--- src/common/fmsr_pkg.sv ---
// Constants, types and field layout shared by the fault, mask and status register bank.
// Assumes a single 200 MHz clock and an active-low reset released synchronously by the top.
// Behaviour
// - Machine-error request is the OR of all sixteen fault bits.
// - No enable or mask can suppress the machine-error request.
// - Fault bits that are not implemented always hold and read zero.
// - Software reads, writes and clears the fault register with register instructions.
// - Externally driven fault bits cannot be cleared while their input stays asserted.
// - Bit 15 sets on memory-protect while the processor owns the bus; resets zero.
// - Bit 14 sets on memory-protect while the processor does not own the bus.
// - Bits 13 and 8 set on the two user machine-error inputs.
// - Bit 10 sets on bus error during a processor I/O access.
// - Bit 7 sets on bus error during a processor memory access.
// - Bits 12, 11, 9, 6..0 are software error flags feeding the request.
// - Mask register holds one software read/write bit per interrupt source.
// - Mask bits 15 and 10 have no effect; those sources are never masked.
// - A mask one lets its source through; a mask zero blocks it.
// - Mask bit 0 belongs to no source and affects nothing.
// - Status bits 15..12 show carry, positive, zero and negative flags.
// - Status bits 7..0 drive output discrete lines 7..0.
// - Software reads and writes the status register to restore the flags.
package fmsr_pkg;

    localparam int unsigned REG_WIDTH = 16;
    localparam int unsigned FLAG_WIDTH = 4;
    localparam int unsigned USER_WIDTH = 4;
    localparam int unsigned DISCRETE_WIDTH = 8;

    // Fault register bit positions.
    localparam int unsigned FAULT_CPU_PROTECT = 15;
    localparam int unsigned FAULT_DMA_PROTECT = 14;
    localparam int unsigned FAULT_USER_ERROR_B = 13;
    localparam int unsigned FAULT_IO_TIMEOUT = 10;
    localparam int unsigned FAULT_USER_ERROR_A = 8;
    localparam int unsigned FAULT_MEM_TIMEOUT = 7;

    // Every fault position has a flip-flop; a zero here would tie that bit low.
    localparam logic [15:0] FAULT_IMPLEMENTED = 16'hffff;

    // Mask bits that cannot mask and the bit that has no source.
    localparam int unsigned MASK_POWER_FAIL = 15;
    localparam int unsigned MASK_SOFT_TWO = 10;
    localparam int unsigned MASK_UNUSED = 0;

    // Status register field positions.
    localparam int unsigned STATUS_FLAGS_LSB = 12;
    localparam int unsigned STATUS_USER_LSB = 8;
    localparam int unsigned STATUS_DISCRETE_LSB = 0;

    // Values after reset.
    localparam logic [15:0] FAULT_RESET = 16'h0000;
    localparam logic [15:0] MASK_RESET = 16'h0000;
    localparam logic [3:0] FLAGS_RESET = 4'h0;
    localparam logic [3:0] USER_RESET = 4'h0;
    localparam logic [7:0] DISCRETE_RESET = 8'h00;

    // Cycles from a taken read request to its answer.
    localparam int unsigned READ_LATENCY = 1;

    typedef enum logic [1:0] {
        FMSR_SEL_FAULT,
        FMSR_SEL_MASK,
        FMSR_SEL_STATUS,
        FMSR_SEL_NONE
    } fmsr_sel_t;

    typedef enum logic [1:0] {
        FMSR_OP_IDLE,
        FMSR_OP_READ,
        FMSR_OP_WRITE,
        FMSR_OP_CLEAR
    } fmsr_op_t;

    // One register-transfer instruction from the processor core.
    typedef struct packed {
        fmsr_op_t op;
        fmsr_sel_t sel;
        logic [15:0] data;
    } fmsr_req_t;

    // Conditions on the operand port that can raise hardware faults.
    typedef struct packed {
        logic cpu_owns_bus;
        logic cpu_access;
        logic access_is_io;
        logic memory_protect_input;
        logic bus_error_input;
        logic user_machine_error_a;
        logic user_machine_error_b;
    } fmsr_fault_in_t;

endpackage

--- src/rtl/fmsr_fault_bit.sv ---
// One fault register bit with hardware set, software load and software clear.
// Assumes a synchronised active-low reset and requests that last one cycle.
`timescale 1ns/1ps
`default_nettype none
module fmsr_fault_bit #(
    parameter bit IMPLEMENTED = 1'b1
) (
    input wire logic clock,
    input wire logic rst_n,
    input wire logic hw_set,
    input wire logic sw_write,
    input wire logic sw_clear,
    input wire logic sw_data,
    output logic bit_next,
    output logic bit_reg
);

    // A live hardware condition wins over any write or clear in the same cycle.
    always_comb begin
        if (!IMPLEMENTED) begin
            bit_next = 1'b0;
        end else if (hw_set) begin
            bit_next = 1'b1;
        end else if (sw_write) begin
            bit_next = sw_data;
        end else if (sw_clear && sw_data) begin
            bit_next = 1'b0;
        end else begin
            bit_next = bit_reg;
        end
    end

    always_ff @(posedge clock or negedge rst_n) begin
        if (!rst_n) begin
            bit_reg <= 1'b0;
        end else begin
            bit_reg <= bit_next;
        end
    end

endmodule
`default_nettype wire

--- src/rtl/fmsr_regs.sv ---
// Fault, interrupt mask and status/output-discrete registers of the processor.
// Assumes register instructions arrive as one-cycle requests synchronous to clock.
`timescale 1ns/1ps
`default_nettype none
module fmsr_regs (
    input wire logic clock,
    input wire logic rst_b,
    input wire fmsr_pkg::fmsr_req_t req,
    input wire fmsr_pkg::fmsr_fault_in_t fault_in,
    input wire logic flags_load,
    input wire logic [3:0] flags_in,
    input wire logic [15:0] raw_interrupts,
    output logic [15:0] read_data_reg,
    output logic read_valid_reg,
    output logic machine_error_request_reg,
    output logic [15:0] effective_mask_reg,
    output logic [15:0] unmasked_interrupts_reg,
    output logic [3:0] cond_flags_reg,
    output logic [7:0] output_discrete_lines_reg
);

    logic rst_meta_reg;
    logic rst_sync_reg;
    logic [15:0] fault_reg;
    logic [15:0] fault_next;
    logic [15:0] hw_set;
    logic [15:0] interrupt_enable_mask_reg;
    logic [15:0] mask_next;
    logic [3:0] user_bits_reg;
    logic [15:0] status_view;
    logic [15:0] read_next;
    logic fault_write;
    logic fault_clear;
    logic mask_write;
    logic status_write;

    // Asynchronous assertion, release through two flip-flops.
    always_ff @(posedge clock or negedge rst_b) begin
        if (!rst_b) begin
            rst_meta_reg <= 1'b0;
            rst_sync_reg <= 1'b0;
        end else begin
            rst_meta_reg <= 1'b1;
            rst_sync_reg <= rst_meta_reg;
        end
    end

    assign fault_write = (req.op == fmsr_pkg::FMSR_OP_WRITE) &&
        (req.sel == fmsr_pkg::FMSR_SEL_FAULT);
    assign fault_clear = (req.op == fmsr_pkg::FMSR_OP_CLEAR) &&
        (req.sel == fmsr_pkg::FMSR_SEL_FAULT);
    assign mask_write = (req.op == fmsr_pkg::FMSR_OP_WRITE) &&
        (req.sel == fmsr_pkg::FMSR_SEL_MASK);
    assign status_write = (req.op == fmsr_pkg::FMSR_OP_WRITE) &&
        (req.sel == fmsr_pkg::FMSR_SEL_STATUS);

    // Hardware fault sources; unlisted positions are software flags only.
    always_comb begin
        hw_set = 16'h0000;
        hw_set[fmsr_pkg::FAULT_CPU_PROTECT] =
            fault_in.memory_protect_input && fault_in.cpu_owns_bus;
        hw_set[fmsr_pkg::FAULT_DMA_PROTECT] =
            fault_in.memory_protect_input && !fault_in.cpu_owns_bus;
        hw_set[fmsr_pkg::FAULT_USER_ERROR_B] = fault_in.user_machine_error_b;
        hw_set[fmsr_pkg::FAULT_USER_ERROR_A] = fault_in.user_machine_error_a;
        hw_set[fmsr_pkg::FAULT_IO_TIMEOUT] = fault_in.bus_error_input &&
            fault_in.cpu_owns_bus && fault_in.cpu_access && fault_in.access_is_io;
        hw_set[fmsr_pkg::FAULT_MEM_TIMEOUT] = fault_in.bus_error_input &&
            fault_in.cpu_owns_bus && fault_in.cpu_access && !fault_in.access_is_io;
    end

    generate
        for (genvar i = 0; i < 16; i++) begin : g_fault
            fmsr_fault_bit #(
                .IMPLEMENTED(fmsr_pkg::FAULT_IMPLEMENTED[i])
            ) u_bit (
                .clock(clock),
                .rst_n(rst_sync_reg),
                .hw_set(hw_set[i]),
                .sw_write(fault_write),
                .sw_clear(fault_clear),
                .sw_data(req.data[i]),
                .bit_next(fault_next[i]),
                .bit_reg(fault_reg[i])
            );
        end
    endgenerate

    // The request follows the next fault value so it lines up with the register.
    always_ff @(posedge clock or negedge rst_sync_reg) begin
        if (!rst_sync_reg) begin
            machine_error_request_reg <= 1'b0;
        end else begin
            machine_error_request_reg <= |fault_next;
        end
    end

    assign mask_next = mask_write ? req.data : interrupt_enable_mask_reg;

    always_ff @(posedge clock or negedge rst_sync_reg) begin
        if (!rst_sync_reg) begin
            interrupt_enable_mask_reg <= fmsr_pkg::MASK_RESET;
        end else begin
            interrupt_enable_mask_reg <= mask_next;
        end
    end

    // Stored bits read back as written; the effective copy forces the fixed positions.
    always_ff @(posedge clock or negedge rst_sync_reg) begin
        if (!rst_sync_reg) begin
            effective_mask_reg <= 16'h8400;
        end else begin
            effective_mask_reg <= mask_next;
            effective_mask_reg[fmsr_pkg::MASK_POWER_FAIL] <= 1'b1;
            effective_mask_reg[fmsr_pkg::MASK_SOFT_TWO] <= 1'b1;
            effective_mask_reg[fmsr_pkg::MASK_UNUSED] <= 1'b0;
        end
    end

    always_ff @(posedge clock or negedge rst_sync_reg) begin
        if (!rst_sync_reg) begin
            unmasked_interrupts_reg <= 16'h0000;
        end else begin
            unmasked_interrupts_reg <= raw_interrupts & effective_mask_reg;
        end
    end

    // A software restore of the flags wins over an ALU update in the same cycle.
    always_ff @(posedge clock or negedge rst_sync_reg) begin
        if (!rst_sync_reg) begin
            cond_flags_reg <= fmsr_pkg::FLAGS_RESET;
        end else if (status_write) begin
            cond_flags_reg <= req.data[15:12];
        end else if (flags_load) begin
            cond_flags_reg <= flags_in;
        end
    end

    always_ff @(posedge clock or negedge rst_sync_reg) begin
        if (!rst_sync_reg) begin
            user_bits_reg <= fmsr_pkg::USER_RESET;
        end else if (status_write) begin
            user_bits_reg <= req.data[11:8];
        end
    end

    always_ff @(posedge clock or negedge rst_sync_reg) begin
        if (!rst_sync_reg) begin
            output_discrete_lines_reg <= fmsr_pkg::DISCRETE_RESET;
        end else if (status_write) begin
            output_discrete_lines_reg <= req.data[7:0];
        end
    end

    assign status_view = {cond_flags_reg, user_bits_reg, output_discrete_lines_reg};

    always_comb begin
        unique case (req.sel)
            fmsr_pkg::FMSR_SEL_FAULT: read_next = fault_reg;
            fmsr_pkg::FMSR_SEL_MASK: read_next = interrupt_enable_mask_reg;
            fmsr_pkg::FMSR_SEL_STATUS: read_next = status_view;
            fmsr_pkg::FMSR_SEL_NONE: read_next = 16'h0000;
        endcase
    end

    always_ff @(posedge clock or negedge rst_sync_reg) begin
        if (!rst_sync_reg) begin
            read_data_reg <= 16'h0000;
            read_valid_reg <= 1'b0;
        end else begin
            read_valid_reg <= (req.op == fmsr_pkg::FMSR_OP_READ);
            if (req.op == fmsr_pkg::FMSR_OP_READ) begin
                read_data_reg <= read_next;
            end
        end
    end

    mce_or_a: assert property (
        @(posedge clock) disable iff (!rst_sync_reg)
        machine_error_request_reg == (|fault_reg))
        else $error("machine error request differs from OR of fault bits");

    mce_nomask_a: assert property (
        @(posedge clock) disable iff (!rst_sync_reg)
        ((fault_reg != 16'h0000) && (interrupt_enable_mask_reg == 16'h0000))
        |-> machine_error_request_reg)
        else $error("machine error request suppressed by mask");

    fault_unimpl_a: assert property (
        @(posedge clock) disable iff (!rst_sync_reg)
        (fault_reg & ~fmsr_pkg::FAULT_IMPLEMENTED) == 16'h0000)
        else $error("unimplemented fault bit set");

    fault_write_a: assert property (
        @(posedge clock) disable iff (!rst_sync_reg)
        (fault_write && (hw_set == 16'h0000)) |=> (fault_reg == $past(req.data)))
        else $error("fault register write not stored");

    fault_clear_a: assert property (
        @(posedge clock) disable iff (!rst_sync_reg)
        (fault_clear && (hw_set == 16'h0000))
        |=> (fault_reg == ($past(fault_reg) & ~$past(req.data))))
        else $error("fault register clear wrong");

    level_hold_a: assert property (
        @(posedge clock) disable iff (!rst_sync_reg)
        (fault_in.user_machine_error_b && fault_clear)
        |=> fault_reg[fmsr_pkg::FAULT_USER_ERROR_B])
        else $error("external fault cleared while input asserted");

    cpu_protect_a: assert property (
        @(posedge clock) disable iff (!rst_sync_reg)
        (fault_in.memory_protect_input && fault_in.cpu_owns_bus)
        |=> (fault_reg[fmsr_pkg::FAULT_CPU_PROTECT] &&
            (!fault_reg[fmsr_pkg::FAULT_DMA_PROTECT] ||
            $past(fault_reg[fmsr_pkg::FAULT_DMA_PROTECT]) || $past(fault_write))))
        else $error("processor protect fault not captured");

    dma_protect_a: assert property (
        @(posedge clock) disable iff (!rst_sync_reg)
        (fault_in.memory_protect_input && !fault_in.cpu_owns_bus)
        |=> fault_reg[fmsr_pkg::FAULT_DMA_PROTECT])
        else $error("dma protect fault not captured");

    user_error_a: assert property (
        @(posedge clock) disable iff (!rst_sync_reg)
        fault_in.user_machine_error_a |=> fault_reg[fmsr_pkg::FAULT_USER_ERROR_A])
        else $error("user machine error a not captured");

    io_timeout_a: assert property (
        @(posedge clock) disable iff (!rst_sync_reg)
        (fault_in.bus_error_input && fault_in.cpu_owns_bus && fault_in.cpu_access &&
            fault_in.access_is_io) |=> fault_reg[fmsr_pkg::FAULT_IO_TIMEOUT])
        else $error("io timeout fault not captured");

    mem_timeout_a: assert property (
        @(posedge clock) disable iff (!rst_sync_reg)
        (fault_in.bus_error_input && fault_in.cpu_owns_bus && fault_in.cpu_access &&
            !fault_in.access_is_io) |=> fault_reg[fmsr_pkg::FAULT_MEM_TIMEOUT])
        else $error("memory timeout fault not captured");

    soft_flag_a: assert property (
        @(posedge clock) disable iff (!rst_sync_reg)
        (fault_write && req.data[0]) |=> (fault_reg[0] && machine_error_request_reg))
        else $error("software fault flag does not raise request");

    mask_write_a: assert property (
        @(posedge clock) disable iff (!rst_sync_reg)
        mask_write |=> ((interrupt_enable_mask_reg == $past(req.data)) &&
            ((effective_mask_reg & 16'h7bfe) == ($past(req.data) & 16'h7bfe))))
        else $error("mask write not stored");

    mask_fixed_a: assert property (
        @(posedge clock) disable iff (!rst_sync_reg)
        effective_mask_reg[fmsr_pkg::MASK_POWER_FAIL] &&
        effective_mask_reg[fmsr_pkg::MASK_SOFT_TWO])
        else $error("unmaskable source became masked");

    mask_gate_a: assert property (
        @(posedge clock) disable iff (!rst_sync_reg)
        ##1 (unmasked_interrupts_reg ==
            ($past(raw_interrupts) & $past(effective_mask_reg))))
        else $error("interrupt gating wrong");

    mask_unused_a: assert property (
        @(posedge clock) disable iff (!rst_sync_reg)
        !unmasked_interrupts_reg[fmsr_pkg::MASK_UNUSED])
        else $error("unused interrupt position passed");

    status_read_a: assert property (
        @(posedge clock) disable iff (!rst_sync_reg)
        ((req.op == fmsr_pkg::FMSR_OP_READ) && (req.sel == fmsr_pkg::FMSR_SEL_STATUS))
        |=> (read_valid_reg && (read_data_reg[15:12] == $past(cond_flags_reg))))
        else $error("status read does not show condition flags");

    discrete_out_a: assert property (
        @(posedge clock) disable iff (!rst_sync_reg)
        status_write |=> (output_discrete_lines_reg == $past(req.data[7:0])))
        else $error("output discretes not driven from status write");

    flag_restore_a: assert property (
        @(posedge clock) disable iff (!rst_sync_reg)
        (status_write && flags_load) |=> (cond_flags_reg == $past(req.data[15:12])))
        else $error("status write did not restore flags");

    user_store_a: assert property (
        @(posedge clock) disable iff (!rst_sync_reg)
        status_write |=> (status_view[11:8] == $past(req.data[11:8])))
        else $error("user bits not stored");

    fault_sticky_a: assert property (
        @(posedge clock) disable iff (!rst_sync_reg)
        (fault_reg[fmsr_pkg::FAULT_CPU_PROTECT] && !fault_write && !fault_clear)
        |=> fault_reg[fmsr_pkg::FAULT_CPU_PROTECT])
        else $error("fault bit dropped without software clear");

endmodule
`default_nettype wire

--- config.mk ---
export PLATFORM = sky130hd
export DESIGN_NAME = fmsr_regs
export DESIGN_NICKNAME = d
export VERILOG_FILES = /design/src/common/fmsr_pkg.sv /design/src/rtl/fmsr_fault_bit.sv /design/src/rtl/fmsr_regs.sv
export SDC_FILE = /design/constraint.sdc
export NUM_CORES = 1
export LEC_CHECK = 0
export BUFFER_PORTS_ARGS = -buffer_cell sky130_fd_sc_hd__buf_4
export CORE_MARGIN = 1.5
export CORE_UTILIZATION = 45
export DETAILED_ROUTE_END_ITERATION = 8
export GPL_TIMING_DRIVEN = 0
export HOLD_SLACK_MARGIN = 0.06
export PLACE_DENSITY = 0.79
export SYNTH_ARGS = -nofsm -noshare
export SYNTH_HDL_FRONTEND = slang
export SYNTH_SLANG_ARGS = --single-unit
--- constraint.sdc ---
create_clock -name clock -period 3 [get_ports clock]
set_input_delay 0.45 -clock clock [delete_from_list [all_inputs] [get_ports clock]]
set_output_delay 0.45 -clock clock [all_outputs]
set_load 0.1 [all_outputs]
==> out/results.ini, run 1 <==
[timing]
worst_pin_slew_ns=0.8071
final-max-slew-violation-count=0
timing.hold.ws_ns=0.2101
hold_viol=0
rsz0062_at_grt=no
fin_crit_ns=1.851
setup_viol=0
max_slew_margin_pct=46.05
setup_tns_ns=0
fin_skew_ns=0.01136
clock.fmax_mhz=540.3
post-route-period-util_pct=61.70

[finish]
layout-area-overhead-vs-synth_pct=31.86
stdcell_count=548
layout_commonest_cell=buf_4
layout-drive-gt1-share_pct=40.13
diodes=0
fin_util_pct=61.87
finalNetCount=492
final_cell_mix=buf_4, dfrtp_1, o21ai_0, nand2_1, mux2_2

[power_and_ir_drop]
peakVddDrop_v=0.0004073
p_per_area_nw_per_um2=813.5
power.leakage_nw=2.339

[worst_setup_path]
crit_path_end_kind=flop
critPathMaxFanout=10
crit_chain=buf_4 > buf_6 > or3b_4 > o21ai_0 > nand4_1 > nor4_1 > nand3_1
cpPeakStageDelay_ns=0.44
cp-start-kind=input port
crit_required_ns=3.21
cp.arrival_ns=2.06
cpMaxStageDelayCell=or3b_4
crit_type=input port to flop

[place]
dpl.cell_count=532
dpl.hpwl_mm=6.378
portBuffers=105
routabilityCongestion=0.8458

[floorplanning]
fp.dieH_um=93.00
die_w_um=93.00
ios=112
core_um2=7767
rows=32
die-area_um2=8648
initial_core_util_pct=46.92

[clocking]
cts-root-buf=clkbuf_8
cts.clk_slew.worst_paths_ns=0.07
cts_max_path_buffers=2
cts_htree_levels=3
insertion_delay_ns=0.35
clock_sinks=83
cts_buffers=9
tritoncts=built

[grt]
grt_pass1_vias=2806
grt_pass1_wl_mm=14.08
grt_max_degree=52
antenna_found_initial=0
track_usage_pct=21.18
grt_overflow=0

[yosys]
yosys_warnings=0
ys_types=33
syn_area_per_cell_um2=11.35
async_reset_ff_share_pct=100.0
yosysSeqAreaShare_pct=56.99
ys_ff_latch=83
syn_inst=321
syn_area_um2=3645
synth_edf_count=0
yosys_most_used_dff=dfrtp_1

[drt]
drt_iter0_drc=156
num_vias=2811
ant_nets=0
drc=0
viasPerCell=5.130
drt-pass1-iter-count=4
wl_mm=8.763
routedWlPerCell_um=15.99

[outcome]
status=finished clean

[job]
max_cap_violations=0

[worst_hold_path]
hold_class=input port to flop

[layout make-up]
cell class              instances  area, µm²
clock buffers                  11      141.4
well taps                     102      127.6
fillers                       645       2962
inverters                       4      15.01
plain buffers                  33      214.0
repair buffers                107      825.8
multi-input cells             204       1350
clock inverters                 4      51.30
flip-flops and latches         83       2081
[per-stage QoR]
| stage | power (mW) | cell area, µm² | setup WS [ns] |
|---|---|---|---|
| 2_1_floorplan | 2.756 | 3656 | 0.5171 |
| 3_3_place_gp | 3.109 | 4572 | -0.3638 |
| 3_5_place_dp | 3.143 | 4603 | 0.8056 |
| 4_1_cts | 3.935 | 4806 | 1.170 |
| 5_1_grt | 4.063 | 4806 | 1.043 |
| 6_report | 3.910 | 4806 | 1.149 |
[worst paths after layout]
path,slack [ns],endpoint,from,depth (start not counted)
worst max-delay path,1.15,machine_error_request_reg$_DFF_PN0_,req[16],7
worst min-delay path,0.21,unmasked_interrupts_reg[10]$_DFF_PN0_,raw_interrupts[10],1
worst max register to register,1.64,machine_error_request_reg$_DFF_PN0_,g_fault[10].u_bit.bit_reg$_DFF_PN0_,3
worst min register to register,0.27,unmasked_interrupts_reg[8]$_DFF_PN0_,rst_sync_reg$_DFF_PN0_,0
max in group asynchronous,2.13,unmasked_interrupts_reg[10]$_DFF_PN0_,rst_sync_reg$_DFF_PN0_,1
min in group asynchronous,0.27,unmasked_interrupts_reg[8]$_DFF_PN0_,rst_sync_reg$_DFF_PN0_,0
[synth_stat cells, types with 3 or more instances]
| library cell | instances | area (µm²) |
|---|---|---|
| a21oi_1 | 16 | 80.08 |
| and2_1 | 13 | 81.33 |
| inv_1 | 4 | 15.01 |
| a22o_1 | 5 | 43.79 |
| dfrtp_1 | 83 | 2077 |
| nor2b_1 | 8 | 50.05 |
| a221o_1 | 4 | 40.04 |
| buf_4 | 18 | 135.1 |
| buf_1 | 3 | 11.26 |
| buf_2 | 6 | 30.03 |
| nor2_1 | 18 | 67.56 |
| nand2_1 | 34 | 127.6 |
| mux2i_1 | 20 | 200.2 |
| o21ai_0 | 34 | 170.2 |
| mux2_2 | 28 | 315.3 |
| clkbuf_1 | 4 | 15.01 |
[kinds of logic after synthesis]
family                 Yosys count  share of synthesized area, %
and+or+nand+nor                 87                         12.32
DFF                             83                         56.99
AOI/OAI and AO/OA               64                         10.06
muxes                           48                         14.14
buffers and inverters           37                         6.282
other                            2                        0.2061
[worst max-delay path, delay by kind of cell]
kind                   cells  cell delay, ns
AND/OR/NAND/NOR            4            1.07
AO/OA/AOI/OAI              1            0.27
buffers and inverters      2            0.27
[routing by layer]
| metal | vias to the layer above | wire length [µm] | GRT usage, % |
|---|---|---|---|
| li1 | 1323 | - | - |
| met1 | 1385 | 3873 | 28.31 |
| met2 | 96 | 4263 | 34.55 |
| met3 | 7 | 570 | 5.122 |
| met4 | 0 | 55 | 5.682 |
| met5 | - | 0 | 0 |
[timing repair]
action,in CTS,in global routing
hold endpoints to repair,2,0
gates resized for setup,0,0
hold buffers,1,0
setup buffers,0,0
[power by group]
group	internal, mW	switching [mW]
Combinational	0.421	1.26
Clock	0.403	0.390
Sequential	1.30	0.129
Power figures use the tool's default switching activity.
==> run 2, diff against run 1 <==
--- a/config.mk
+++ b/config.mk
@@ -11,7 +11,7 @@
 export DETAILED_ROUTE_END_ITERATION = 8
 export GPL_TIMING_DRIVEN = 0
 export HOLD_SLACK_MARGIN = 0.06
-export PLACE_DENSITY = 0.79
+export PLACE_DENSITY = 0.82
 export SYNTH_ARGS = -nofsm -noshare
 export SYNTH_HDL_FRONTEND = slang
 export SYNTH_SLANG_ARGS = --single-unit
==> constraint.sdc (replaced) <==
create_clock -name clock -period 1.7 [get_ports clock]
set_input_delay 0.255 -clock clock [delete_from_list [all_inputs] [get_ports clock]]
set_output_delay 0.255 -clock clock [all_outputs]
set_load 0.1 [all_outputs]
==> run 2 against run 1 <==
Via count up 2.2%. Cell count up 0.91%. Sequential power up 77%. Clock skew down 0.0029 ns. Clock power up 80%. Critical path depth up 1. Flip-flop and latch count unchanged. Register-to-register slack worse by 1.3 ns. Sequential share of layout area down 0.41 points. Non-clock buffer count up 4. Wire length up 0.51%. Critical path type unchanged.
==> out/results.ini, run 2 (synthesized netlist as in run 1, its figures left out) <==
[place]
dpl.hpwl_mm=6.217  ; -2.5%
post-place-ws_ns=-0.3160  ; -1.122 ns
dpl.cell_count=532  ; unchanged
dpl-instance-area_um2=4603  ; unchanged
routabilityCongestion=0.8664  ; +2.4%
portBuffers=105  ; unchanged

[worst_hold_path]
hold_start=raw_interrupts[3]
hold_class=input port to flop
hold_depth=2  ; +1
worstHoldEndpoint=unmasked_interrupts_reg[3]$_DFF_PN0_

[power_and_ir_drop]
p_sw_share_pct=45.06  ; -0.51 points
pwr-share-seq_pct=36.5  ; about the same
p_per_area_nw_per_um2=1430  ; +76%
pwr-share-comb_pct=43.0  ; about the same
power.leakage_nw=2.363  ; +1.0%
internal_power_mw=3.811  ; +79%
p_clk_share_pct=20.6  ; +0.3 points
switching_power_mw=3.126  ; +75%
finalPower_mw=6.936  ; +77%
peakVddDrop_v=0.0006001  ; +47%

[timing]
final-max-slew-violation-count=0  ; unchanged
worst_pin_slew_ns=0.8735  ; +0.06645 ns
setup_viol=0  ; unchanged
timing.hold.ws_ns=0.1147  ; -0.09541 ns
fin_skew_ns=0.008477  ; -0.002881 ns
fin_crit_ns=1.588
clock.fmax_mhz=629.6
hold_viol=0  ; unchanged
layout_setup_ws_ns=0.1117  ; -1.037 ns
max_slew_margin_pct=41.61  ; -4.4 points
post-route-period-util_pct=93.43

[drt]
drt_iter0_drc=175  ; +12%
topRoutingLayerUsed=met4
drc=0  ; unchanged
drt-pass1-iter-count=4  ; unchanged
wl_met2_mm=4.219  ; -1.0%
viasPerCell=5.193  ; +1.2%
num_vias=2872  ; +2.2%
wl_met1_mm=3.790  ; -2.1%
dr_wl_met3_um=730  ; +28%
routedWlPerCell_um=15.93  ; -0.40%
ant_nets=0  ; unchanged
wl_mm=8.808  ; +0.51%

[clocking]
cts-root-buf=clkbuf_8
cts_htree_levels=3  ; unchanged
tritoncts=built
cts_max_path_buffers=2  ; unchanged
cts.clk_slew.worst_paths_ns=0.08  ; about the same
clock_sinks=83  ; unchanged
cts_buffers=9  ; unchanged
insertion_delay_ns=0.34  ; about the same

[worst_setup_path]
rr_endpoint=machine_error_request_reg$_DFF_PN0_
r2r_cells=3  ; unchanged
crit_required_ns=1.91  ; -1.30 ns
crit_path_end_kind=flop
cp.arrival_ns=1.80  ; -0.26 ns
crit_type=input port to flop
r2r_start=g_fault[10].u_bit.bit_reg$_DFF_PN0_
rrSetupSlack_ns=0.38  ; -1.26 ns
critPathMaxFanout=10  ; unchanged
cp-start-kind=input port

[floorplanning]
die_w_um=93.00  ; unchanged
core_um2=7767  ; unchanged
ios=112  ; unchanged
initial_core_util_pct=46.92  ; unchanged
rows=32  ; unchanged
fp.dieH_um=93.00  ; unchanged
die-area_um2=8648  ; unchanged

[outcome]
status=finished clean

[finish]
final_cell_mix=buf_4, dfrtp_1, o21ai_0, nand2_1, mux2_2
finalNetCount=496  ; +0.81%
layout_commonest_cell=buf_4
final.fill_count=637  ; -1.2%
stdcell_count=553  ; +0.91%
fin_area_um2=4852  ; +0.96%
diodes=0  ; unchanged
layout-drive-gt1-share_pct=40.35  ; +0.22 points
layout-area-overhead-vs-synth_pct=33.13

[grt]
track_usage_pct=21.34  ; +0.16 points
antenna_found_initial=0  ; unchanged
grt_overflow=0  ; unchanged
grt_pass1_vias=2779  ; -0.96%
grt_pass1_wl_mm=14.17  ; +0.59%
grt_max_degree=48  ; -7.7%

[job]
max_cap_violations=0  ; unchanged

-- run 2: cell count changes in the layout (fill, tap and decap cells not counted), sizes merged --
cell,change
clkinv,-1
dlygate4sd3,+2
clkinvlp,-1
buf,+2
clkbuf,+3
-- run 2: worst max path at each step --
| stage | end | slack (ns) | start |
|---|---|---|---|
| 3_5_place_dp | effective_mask_reg[6]$_DFFE_PN0P_ | -0.32 | req[18] |
| 6_report | machine_error_request_reg$_DFF_PN0_ | 0.11 | req[17] |
| 3_3_place_gp | effective_mask_reg[6]$_DFFE_PN0P_ | -0.30 | req[18] |
| 4_1_cts | effective_mask_reg[7]$_DFFE_PN0P_ | 0.05 | req[18] |
| 2_1_floorplan | machine_error_request_reg$_DFF_PN0_ | 0.16 | req[16] |
| 5_1_grt | machine_error_request_reg$_DFF_PN0_ | -0.006 | req[17] |
-- run 2: power groups by stage --
stage / Clock [mW] / Sequential (mW) / Combinational, mW
finish: 1.43 / 2.53 / 2.98
global route: 1.54 / 2.58 / 3.09
CTS: 1.45 / 2.53 / 2.98
detailed placement: 0 / 2.57 / 2.97
global placement: 0 / 2.57 / 2.92
floorplan: 0 / 3.75 / 1.11
-- run 2: worst max-delay path, stage by stage --
cell,delay (ns)
buf_4,0.13
buf_6,0.15
nor3b_4,0.32
buf_4,0.18
o21ai_1,0.05
a221o_1,0.33
nor4_2,0.28
nand3_1,0.10
-- run 2: repair_timing --
item | in CTS | in global routing
buffers inserted | 0 | 2
gates resized for setup | 0 | 2
hold buffers | 3 | 0
hold endpoints to repair | 4 | 0
endpoints found under the setup margin | 0 | 11
-- run 2: routing by layer --
layer	vias to the layer above	global-route usage (%)
met2	126	33.39
met4	0	7.576
met1	1403	29.73
met3	7	4.065
met5	-	0
li1	1336	-
-- run 2: area by class of cell --
cell class	instances	area [µm²]	area share, %
Buffer	33	214.0	4.409
Clock buffer	14	162.7	3.352
Sequential cell	83	2081	42.88
Tap cell	102	127.6	2.630
Clock inverter	2	35.03	0.7220
Inverter	4	15.01	0.3094
Timing Repair Buffer	111	860.8	17.74
Multi-Input combinational cell	204	1356	27.95
-- run 2: stage by stage --
stage / util [%] / TNS, ns
after floorplan: - / 0
after global placement: 58.88 / -18.36
after detailed placement: 59.26 / -4.650
after CTS: 62.19 / 0
after global routing: 62.47 / -0.006416
final: 62.47 / 0
